===== config.mk =====
export PLATFORM = sky130hd
export DESIGN_NAME = tel_trim_regs
export DESIGN_NICKNAME = d
export VERILOG_FILES = /design/src/common/tel_pkg.sv /design/src/verilog/tel_bank_mem.sv /design/src/verilog/tel_trim_regs.sv
export VERILOG_INCLUDE_DIRS = /design/src /design/src/common
export SDC_FILE = /design/constraint.sdc
export NUM_CORES = 1
export LEC_CHECK = 0
export BUFFER_PORTS_ARGS = -buffer_cell sky130_fd_sc_hd__buf_4
export CAP_MARGIN = 20
export CORE_UTILIZATION = 35
export CTS_CLUSTER_SIZE = 25
export DETAILED_ROUTE_END_ITERATION = 7
export PLACE_DENSITY = 0.62
export RECOVER_POWER = 25
export REMOVE_ABC_BUFFERS = 1
export SETUP_SLACK_MARGIN = 0.05
export SKIP_CTS_REPAIR_TIMING = 1
export SYNTH_ARGS = -nofsm -noshare
export SYNTH_HDL_FRONTEND = slang
export SYNTH_HIERARCHICAL = 1
export SYNTH_SLANG_ARGS = --single-unit

===== constraint.sdc =====
create_clock -name CLK_SYS_IN -period 3.2 [get_ports CLK_SYS_IN]
set_input_delay 0.16 -clock CLK_SYS_IN [delete_from_list [all_inputs] [get_ports CLK_SYS_IN]]
set_output_delay 0.16 -clock CLK_SYS_IN [all_outputs]
set_load 0.02 [all_outputs]

===== src/common/tel_params.svh =====
// Offsets, field positions, reset values and constants of the trim bank
`ifndef TEL_PARAMS_SVH
`define TEL_PARAMS_SVH
// ========================================
// Register offsets
`define TEL_OFS_SHARE_OFFSET 8'h05
`define TEL_OFS_SHARE_SLOPE 8'h06
`define TEL_OFS_NVM_PROTECT 8'h07
`define TEL_OFS_LOAD_OV 8'h08
`define TEL_OFS_LOCAL_UV 8'h09
`define TEL_OFS_LOCAL_OV 8'h0A
`define TEL_OFS_OVERTEMP 8'h0B
`define TEL_OFS_FIRST 8'h05
`define TEL_REG_COUNT 3'h7
`define TEL_LAST_IDX 3'h6
`define TEL_REG_RESET 8'h00
// ========================================
// Nonvolatile shadow and protected ranges
`define TEL_NVM_SHADOW_BASE 16'h8100
`define TEL_NVM_R0_LO 16'h8000
`define TEL_NVM_R1_LO 16'h8040
`define TEL_NVM_R2_LO 16'h8080
`define TEL_NVM_R3_LO 16'h80C0
`define TEL_NVM_R4_LO 16'h8100
`define TEL_NVM_R5_LO 16'h8120
`define TEL_NVM_R6_LO 16'h8140
`define TEL_NVM_R6_HI 16'h817F
// ========================================
// Field positions
`define TEL_SLOPE_MSB 7
`define TEL_SLOPE_LSB 1
`define TEL_OTP_MSB 7
`define TEL_OTP_LSB 4
`define TEL_SOFT_OTP_BIT 0
`define TEL_PROTECT_MSB 6
`endif


===== src/common/tel_pkg.sv =====
// Types and shared decode functions of the trim bank
`default_nettype none
`include "tel_params.svh"
package tel_pkg;
	typedef enum logic [1:0] {
		TEL_LOAD_REQ,
		TEL_LOAD_WAIT,
		TEL_READY
	} tel_state_e;

	typedef struct packed {
		tel_state_e st;
		logic [2:0] idx;
		logic nvm_rd;
		logic [15:0] nvm_addr;
		logic rvalid;
		logic grant;
		logic deny;
		logic monitor_ov;
		logic soft_otp;
		logic [14:0] char_trim;
		logic ready;
	} tel_top_s;

	// Hit flag and bank index of a register offset
	function automatic logic [3:0] tel_decode(input logic [7:0] ofs);
		logic [7:0] rel;
		rel = ofs - `TEL_OFS_FIRST;
		tel_decode = {(ofs >= `TEL_OFS_FIRST && ofs <= `TEL_OFS_OVERTEMP), rel[2:0]};
	endfunction

	// Ranges follow the protect bit order; lock 4 and 5 guard 32 bytes each
	function automatic logic tel_locked(input logic [15:0] a, input logic [6:0] lk);
		logic r;
		r = 1'b0;
		if (a >= `TEL_NVM_R0_LO && a < `TEL_NVM_R1_LO) r = lk[0];
		else if (a >= `TEL_NVM_R1_LO && a < `TEL_NVM_R2_LO) r = lk[1];
		else if (a >= `TEL_NVM_R2_LO && a < `TEL_NVM_R3_LO) r = lk[2];
		else if (a >= `TEL_NVM_R3_LO && a < `TEL_NVM_R4_LO) r = lk[3];
		else if (a >= `TEL_NVM_R4_LO && a < `TEL_NVM_R5_LO) r = lk[4];
		else if (a >= `TEL_NVM_R5_LO && a < `TEL_NVM_R6_LO) r = lk[5];
		else if (a >= `TEL_NVM_R6_LO && a <= `TEL_NVM_R6_HI) r = lk[6];
		tel_locked = r;
	endfunction
endpackage
`default_nettype wire


===== src/verilog/tel_bank_mem.sv =====
// Seven-word trim storage with registered read port
`timescale 1ns/10ps
`default_nettype none
`include "tel_params.svh"
module tel_bank_mem
	import tel_pkg::*;
(
	input wire logic clk_in,
	input wire logic nrst_in,
	input wire logic we_in,
	input wire logic [2:0] widx_in,
	input wire logic [7:0] wdata_in,
	input wire logic rd_in,
	input wire logic rhit_in,
	input wire logic [2:0] ridx_in,
	output logic [7:0] rdata_out,
	output logic [55:0] words_out
);
	logic [7:0] mem_r [0:6];
	logic [7:0] rdata_r;

	always_ff @(posedge clk_in or negedge nrst_in) begin
		if (!nrst_in) begin
			for (int i = 0; i < 7; i++) begin
				mem_r[i] <= `TEL_REG_RESET;
			end
			rdata_r <= `TEL_REG_RESET;
		end else begin
			if (we_in) begin
				mem_r[widx_in] <= wdata_in;
			end
			if (rd_in) begin
				rdata_r <= rhit_in ? mem_r[ridx_in] : 8'h00;
			end
		end
	end

	always_comb begin
		for (int i = 0; i < 7; i++) begin
			words_out[i*8 +: 8] = mem_r[i];
		end
	end

	assign rdata_out = rdata_r;
endmodule
`default_nettype wire


===== src/verilog/tel_trim_regs.sv =====
// Trim and nonvolatile-protect register bank with power-up shadow load
`timescale 1ns/10ps
`default_nettype none
`include "tel_params.svh"
module tel_trim_regs
	import tel_pkg::*;
(
	input wire logic CLK_SYS_IN,
	input wire logic NRST_IN,
	input wire logic [7:0] REG_ADDR_IN,
	input wire logic REG_WR_IN,
	input wire logic REG_RD_IN,
	input wire logic [7:0] REG_WDATA_IN,
	output logic [7:0] REG_RDATA_OUT,
	output logic REG_RVALID_OUT,
	output logic READY_OUT,
	output logic NVM_RD_OUT,
	output logic [15:0] NVM_ADDR_OUT,
	input wire logic NVM_VALID_IN,
	input wire logic [7:0] NVM_RDATA_IN,
	input wire logic NVM_WR_REQ_IN,
	input wire logic [15:0] NVM_WR_ADDR_IN,
	output logic NVM_WR_GRANT_OUT,
	output logic NVM_WR_DENY_OUT,
	input wire logic [7:0] SLOPE_AUX_TRIM_IN,
	input wire logic FIFTH_MONITOR_INPUT_OV_IN,
	output logic FIFTH_MONITOR_OV_OUT,
	output logic SOFT_OTP_OUT,
	output logic [7:0] SHARE_OFFSET_OUT,
	output logic [6:0] SHARE_SLOPE_OUT,
	output logic [14:0] SHARE_CHAR_TRIM_OUT,
	output logic [6:0] PROTECT_MASK_OUT,
	output logic [7:0] LOAD_OV_TRIM_OUT,
	output logic [7:0] LOCAL_UV_TRIM_OUT,
	output logic [7:0] LOCAL_OV_TRIM_OUT,
	output logic [3:0] OVERTEMP_TRIM_OUT,
	output logic [7:0] OTP_REG_OUT
);
	// ========================================
	// State
	tel_top_s s_r;
	tel_top_s s_nxt;
	logic [55:0] words;
	logic [7:0] w_offset;
	logic [7:0] w_slope;
	logic [7:0] w_protect;
	logic [7:0] w_load_ov;
	logic [7:0] w_local_uv;
	logic [7:0] w_local_ov;
	logic [7:0] w_otp;
	logic [3:0] dec;
	logic mem_we;
	logic [2:0] mem_widx;
	logic [7:0] mem_wdata;
	logic [7:0] rdata;

	// Shadow location of a bank index
	function automatic logic [15:0] shadow_addr(input logic [2:0] i);
		shadow_addr = `TEL_NVM_SHADOW_BASE + {8'h00, `TEL_OFS_FIRST} + {13'h0000, i};
	endfunction

	// ========================================
	// Field views of the storage words
	assign dec = tel_decode(REG_ADDR_IN);
	assign w_offset = words[0 +: 8];
	assign w_slope = words[8 +: 8];
	assign w_protect = words[16 +: 8];
	assign w_load_ov = words[24 +: 8];
	assign w_local_uv = words[32 +: 8];
	assign w_local_ov = words[40 +: 8];
	assign w_otp = words[48 +: 8];

	// ========================================
	// Storage write arbitration
	always_comb begin
		mem_we = 1'b0;
		mem_widx = 3'h0;
		mem_wdata = 8'h00;
		// Bus writes are dropped until the shadow load is over
		case (s_r.st)
			TEL_LOAD_WAIT: begin
				mem_we = NVM_VALID_IN;
				mem_widx = s_r.idx;
				mem_wdata = NVM_RDATA_IN;
			end
			TEL_READY: begin
				mem_we = REG_WR_IN & dec[3];
				mem_widx = dec[2:0];
				mem_wdata = REG_WDATA_IN;
			end
			default: begin
				mem_we = 1'b0;
			end
		endcase
	end

	tel_bank_mem u_mem (
		.clk_in(CLK_SYS_IN),
		.nrst_in(NRST_IN),
		.we_in(mem_we),
		.widx_in(mem_widx),
		.wdata_in(mem_wdata),
		.rd_in(REG_RD_IN),
		.rhit_in(dec[3]),
		.ridx_in(dec[2:0]),
		.rdata_out(rdata),
		.words_out(words)
	);

	// ========================================
	// Next state
	always_comb begin
		s_nxt = s_r;
		s_nxt.nvm_rd = 1'b0;
		s_nxt.rvalid = REG_RD_IN;
		s_nxt.grant = 1'b0;
		s_nxt.deny = 1'b0;
		case (s_r.st)
			TEL_LOAD_REQ: begin
				s_nxt.nvm_addr = shadow_addr(s_r.idx);
				s_nxt.nvm_rd = 1'b1;
				s_nxt.st = TEL_LOAD_WAIT;
			end
			TEL_LOAD_WAIT: begin
				// One request outstanding, any latency
				if (NVM_VALID_IN) begin
					if (s_r.idx == `TEL_LAST_IDX) begin
						s_nxt.st = TEL_READY;
						s_nxt.ready = 1'b1;
					end else begin
						s_nxt.idx = s_r.idx + 3'h1;
						s_nxt.st = TEL_LOAD_REQ;
					end
				end
			end
			TEL_READY: begin
				s_nxt.ready = 1'b1;
			end
			default: begin
				s_nxt.idx = 3'h0;
				s_nxt.st = TEL_LOAD_REQ;
			end
		endcase
		// Mask read live; a new lock word acts on the next request
		// range protection
		if (NVM_WR_REQ_IN) begin
			if (tel_locked(NVM_WR_ADDR_IN, w_protect[`TEL_PROTECT_MSB:0])) begin
				s_nxt.deny = 1'b1;
			end else begin
				s_nxt.grant = 1'b1;
			end
		end
		s_nxt.monitor_ov = 1'b0;
		s_nxt.soft_otp = 1'b0;
		if (FIFTH_MONITOR_INPUT_OV_IN) begin
			if (w_otp[`TEL_SOFT_OTP_BIT]) begin
				s_nxt.soft_otp = 1'b1;
			end else begin
				s_nxt.monitor_ov = 1'b1;
			end
		end
		// Aux trim is held in another bank; only sampled here
		// slope with aux trim
		s_nxt.char_trim = {w_slope[`TEL_SLOPE_MSB:`TEL_SLOPE_LSB], SLOPE_AUX_TRIM_IN};
	end

	// ========================================
	// State register
	// Storage words are cleared inside the memory itself
	always_ff @(posedge CLK_SYS_IN or negedge NRST_IN) begin
		if (!NRST_IN) begin
			s_r <= '{
				st: TEL_LOAD_REQ,
				idx: 3'h0,
				nvm_rd: 1'b0,
				nvm_addr: 16'h0000,
				rvalid: 1'b0,
				grant: 1'b0,
				deny: 1'b0,
				monitor_ov: 1'b0,
				soft_otp: 1'b0,
				char_trim: 15'h0000,
				ready: 1'b0
			};
		end else begin
			s_r <= s_nxt;
		end
	end

	// ========================================
	// Outputs, all from flops here or in the storage
	assign REG_RDATA_OUT = rdata;
	assign REG_RVALID_OUT = s_r.rvalid;
	assign READY_OUT = s_r.ready;
	assign NVM_RD_OUT = s_r.nvm_rd;
	assign NVM_ADDR_OUT = s_r.nvm_addr;
	assign NVM_WR_GRANT_OUT = s_r.grant;
	assign NVM_WR_DENY_OUT = s_r.deny;
	assign FIFTH_MONITOR_OV_OUT = s_r.monitor_ov;
	assign SOFT_OTP_OUT = s_r.soft_otp;
	assign SHARE_CHAR_TRIM_OUT = s_r.char_trim;

	// ========================================
	// Register values, straight from the storage flops
	// full-range offset code
	assign SHARE_OFFSET_OUT = w_offset;
	assign SHARE_SLOPE_OUT = w_slope[`TEL_SLOPE_MSB:`TEL_SLOPE_LSB];
	assign PROTECT_MASK_OUT = w_protect[`TEL_PROTECT_MSB:0];
	assign LOAD_OV_TRIM_OUT = w_load_ov;
	assign LOCAL_UV_TRIM_OUT = w_local_uv;
	assign LOCAL_OV_TRIM_OUT = w_local_ov;
	assign OVERTEMP_TRIM_OUT = w_otp[`TEL_OTP_MSB:`TEL_OTP_LSB];
	assign OTP_REG_OUT = w_otp;
endmodule
`default_nettype wire


==> results.sh <==
export IMPL_outcome="finished with violations"
export IMPL_violations="max-capacitance violations, max-slew violations"
export IMPL_crit_required_ps=3430
export IMPL_grt_max_degree=61
export IMPL_crit_path_max_incr_delay_ps=540
export IMPL_routed_wl_mm=11.8
export IMPL_numCtsBuffers=9
export IMPL_cts_root_buf="clkbuf_16"
export IMPL_top_layer="met4"
export IMPL_place_gp_congestion=0.781
export IMPL_die_y_um=118
export IMPL_ys_top_cells_by_area="dfrtp_1 (51%), mux2_2 (14%), buf_4 (5.9%)"
export IMPL_layout_drive_gt1_share_pct=44.6
export IMPL_setup_viol=0
export IMPL_synth_top_area_cell="dfrtp_1"
export IMPL_num_io_pins=159
export IMPL_seq_area_um2=2400
export IMPL_drt_iter0_markers=142
export IMPL_clock_latency_ps=350
export IMPL_crit_buf_inv=3
export IMPL_worst_slack_ps=470
export IMPL_synth_main_ff_cell="dfrtp_1"
export IMPL_vias=3283
export IMPL_post_route_min_period_ps=2730
export IMPL_synth_edf_count=0
export IMPL_rows=41
export IMPL_diodes=0
export IMPL_maxCapViolCount=1
export IMPL_fin_tns_setup_ps=0
export IMPL_hold_viol_final=0
export IMPL_synthTopCellsByCount="dfrtp_1 (96), mux2_2 (58), buf_4 (37), inv_1 (18), nor2b_1 (14)"
export IMPL_post_drt_via_cell_ratio=4.89
export IMPL_multi_input_area_um2=1910
export IMPL_worst_setup_path_type="flip-flop to flip-flop"
export IMPL_syn_inst=366
export IMPL_fillers=1227
export IMPL_cp_top_family="simple AND/OR/NAND/NOR gates"
export IMPL_tritoncts="built"
export IMPL_crit_path_max_fanout=11
export IMPL_hpwl_mm=8.45
export IMPL_finalCritPeriodShare_pct=85.3
export IMPL_endpoint_kind="flip-flop"
export IMPL_clkTransAtPathRegs_ps=70
export IMPL_p_leak_nw=2.93
export IMPL_cts_sinks=96
export IMPL_drt_antenna_violating_nets=0
export IMPL_start_kind="flip-flop"
export IMPL_cts_buffer_depth=2
export IMPL_core_area_um2=12900
export IMPL_synth_cell_types=45
export IMPL_detail_route_first_pass_iterations=4
export IMPL_die_x_um=118
export IMPL_pre_cts_slack_ps=482
export IMPL_max_clock_freq_mhz=366
export IMPL_grt_pass1_wl_mm=18.7
export IMPL_yosysSeqAreaShare_pct=51.1
export IMPL_antenna_found_initial=0
export IMPL_port_buffers=143
export IMPL_area_growth_pct=28.8
export IMPL_crit_path_frequent_cell="buf_4"
export IMPL_syn_cell_area_um2=4700
export IMPL_initial_core_util_pct=36.5
export IMPL_critPathSlowestCell="nand4b_1"
export IMPL_avgSynthCellArea_um2=12.8
export IMPL_slew_violations=60
export IMPL_hold_path_class="primary input to flip-flop"
export IMPL_ir_drop_uv=331
export IMPL_ys_warnings_count=6
export IMPL_synth_most_common_cell="dfrtp_1"
export IMPL_wl_met2_mm=5.94
export IMPL_nNetsFinal=557
export IMPL_synth_top_area_share_pct=51.1
export IMPL_fin_skew_ps=6.47
export IMPL_grt_usage_pct=17.7
export IMPL_dieArea_um2=13900
export IMPL_max_slew_margin_pct=-0.136
export IMPL_powerDensity_nw_per_um2=635
export IMPL_ys_async_sr_fraction_pct=100
export IMPL_synth_seq_cells=96
export IMPL_overflow=0
export IMPL_met1_length_mm=5.10
export IMPL_route_detailed_drc=0
export IMPL_crit_arrival_ps=2960
export IMPL_grt_pass1_vias=3335
export IMPL_crit_chain="inv_1, ha_1, buf_4, a22oi_1, nor2b_1, buf_4, nand4b_1, mux2_2"
export IMPL_htreeDepth=3
export IMPL_dr_wl_met3_um=541
export IMPL_rsz0062_at_grt="false"
export IMPL_wl_per_cell_um=17.6
export IMPL_tightest_slew_ps=1500
[kinds of logic after synthesis]
kind of cell | Yosys count | share of synthesized area (%)
and+or+nand+nor | 66 | 9.86
AOI/OAI and AO/OA | 47 | 7.67
muxes | 77 | 20.1
xor gates and xnor gates | 2 | 0.373
buffers and inverters | 70 | 8.92
DFF | 96 | 51.1
adders and majority gates | 7 | 1.86
other | 1 | 0.0798
[worst register-to-register path, stage by stage (launching register included)]
cell and delay (ps):
dfrtp_1 380, inv_1 100, ha_1 410, buf_4 260, a22oi_1 110, nor2b_1 130
buf_4 190, nand4b_1 540, mux2_2 490
[final timing paths]
| check | cells after the start | from | slack [ps] | end |
|---|---|---|---|---|
| worst max-delay path | 8 | s_r[41] | 470 | u_mem/words_out[50] |
| worst min-delay path | 3 | NVM_WR_REQ_IN | 30 | NVM_WR_DENY_OUT |
| worst max register to register | 8 | s_r[41] | 470 | u_mem/words_out[50] |
| worst min register to register | 0 | u_mem/words_out[11] | 430 | SHARE_CHAR_TRIM_OUT[10] |
| max in group asynchronous | 3 | NRST_IN | 1440 | u_mem/words_out[43] |
| min in group asynchronous | 2 | NRST_IN | 730 | SHARE_CHAR_TRIM_OUT[6] |
[sequential cells by signal, summed over array words and instances (netlist names)]
register and flops:
NVM_RD_OUT 1, NVM_ADDR_OUT 5, u_mem/words_out 56, FIFTH_MONITOR_OV_OUT 1, NVM_WR_DENY_OUT 1, NVM_WR_GRANT_OUT 1, REG_RVALID_OUT 1, READY_OUT 1
s_r 5, SHARE_CHAR_TRIM_OUT 15, SOFT_OTP_OUT 1, u_mem/rdata_out 8
[cell type report]
class	instances	share of cell area, %
Multi-Input combinational cell	209	31.5
Clock inverter	7	1.30
Tap cell	172	3.56
Sequential cell	96	39.7
Timing Repair Buffer	161	19.1
Inverter	18	1.12
Clock buffer	9	3.72
[metal layers]
| metal | up-vias | GRT usage [%] |
|---|---|---|
| met4 | 0 | 6.33 |
| li1 | 1520 | - |
| met5 | - | 0 |
| met2 | 94 | 29.2 |
| met3 | 11 | 5.43 |
| met1 | 1658 | 21.8 |
[report_power, final]
part	switching (mW)	total [mW]	internal (mW)
Clock	0.486	1.10	0.615
Combinational	0.668	1.20	0.535
Sequential	0.146	1.54	1.39
[layout by cell type (no fill, tap or decap), types with 2 or more instances in the layout]
master         Yosys  layout
clkinvlp_4         0       2
nor3_4             2       2
mux4_2             8       8
o211ai_1           2       2
conb_1             1      10
clkbuf_4           0       8
o21ai_1            2       2
nor3b_4            2       2
mux2i_1           11      11
dfrtp_1           96      96
a21oi_1            5       5
buf_4             37     123
and2_1             3       2
mux2_2            58      58
o211a_1            8       8
o21ai_0            4       4
nor2_1            11      11
inv_1             18      18
o32ai_1            8       8
nor2b_1           14      14
clkbuf_1           4      20
inv_6              0       2
or2_2              2       2
dlygate4sd3_1      0       9
nand2b_1           5       5
nand3b_1           9       9
nand4b_1           4       4
xnor2_1            2       2
a22oi_1           11      11
ha_1               7       7
clkbuf_16          0       9
nand2_1            6       6
[per-stage QoR]
step / instance area (um^2) / hold WS (ps) / util [%] / total power [mW] / instances
2_1_floorplan: 4380 / -136 / - / 2.24 / 323
3_3_place_gp: 5740 / 270 / 44.5 / 2.77 / 647
3_5_place_dp: 5740 / 270 / 44.5 / 2.80 / 647
4_1_cts: 6040 / -102 / 46.9 / 3.91 / 663
5_1_grt: 6050 / 30.8 / 47.0 / 4.05 / 672
6_report: 6050 / 34.5 / 47.0 / 3.84 / 672
Power figures use the tool's default switching activity.
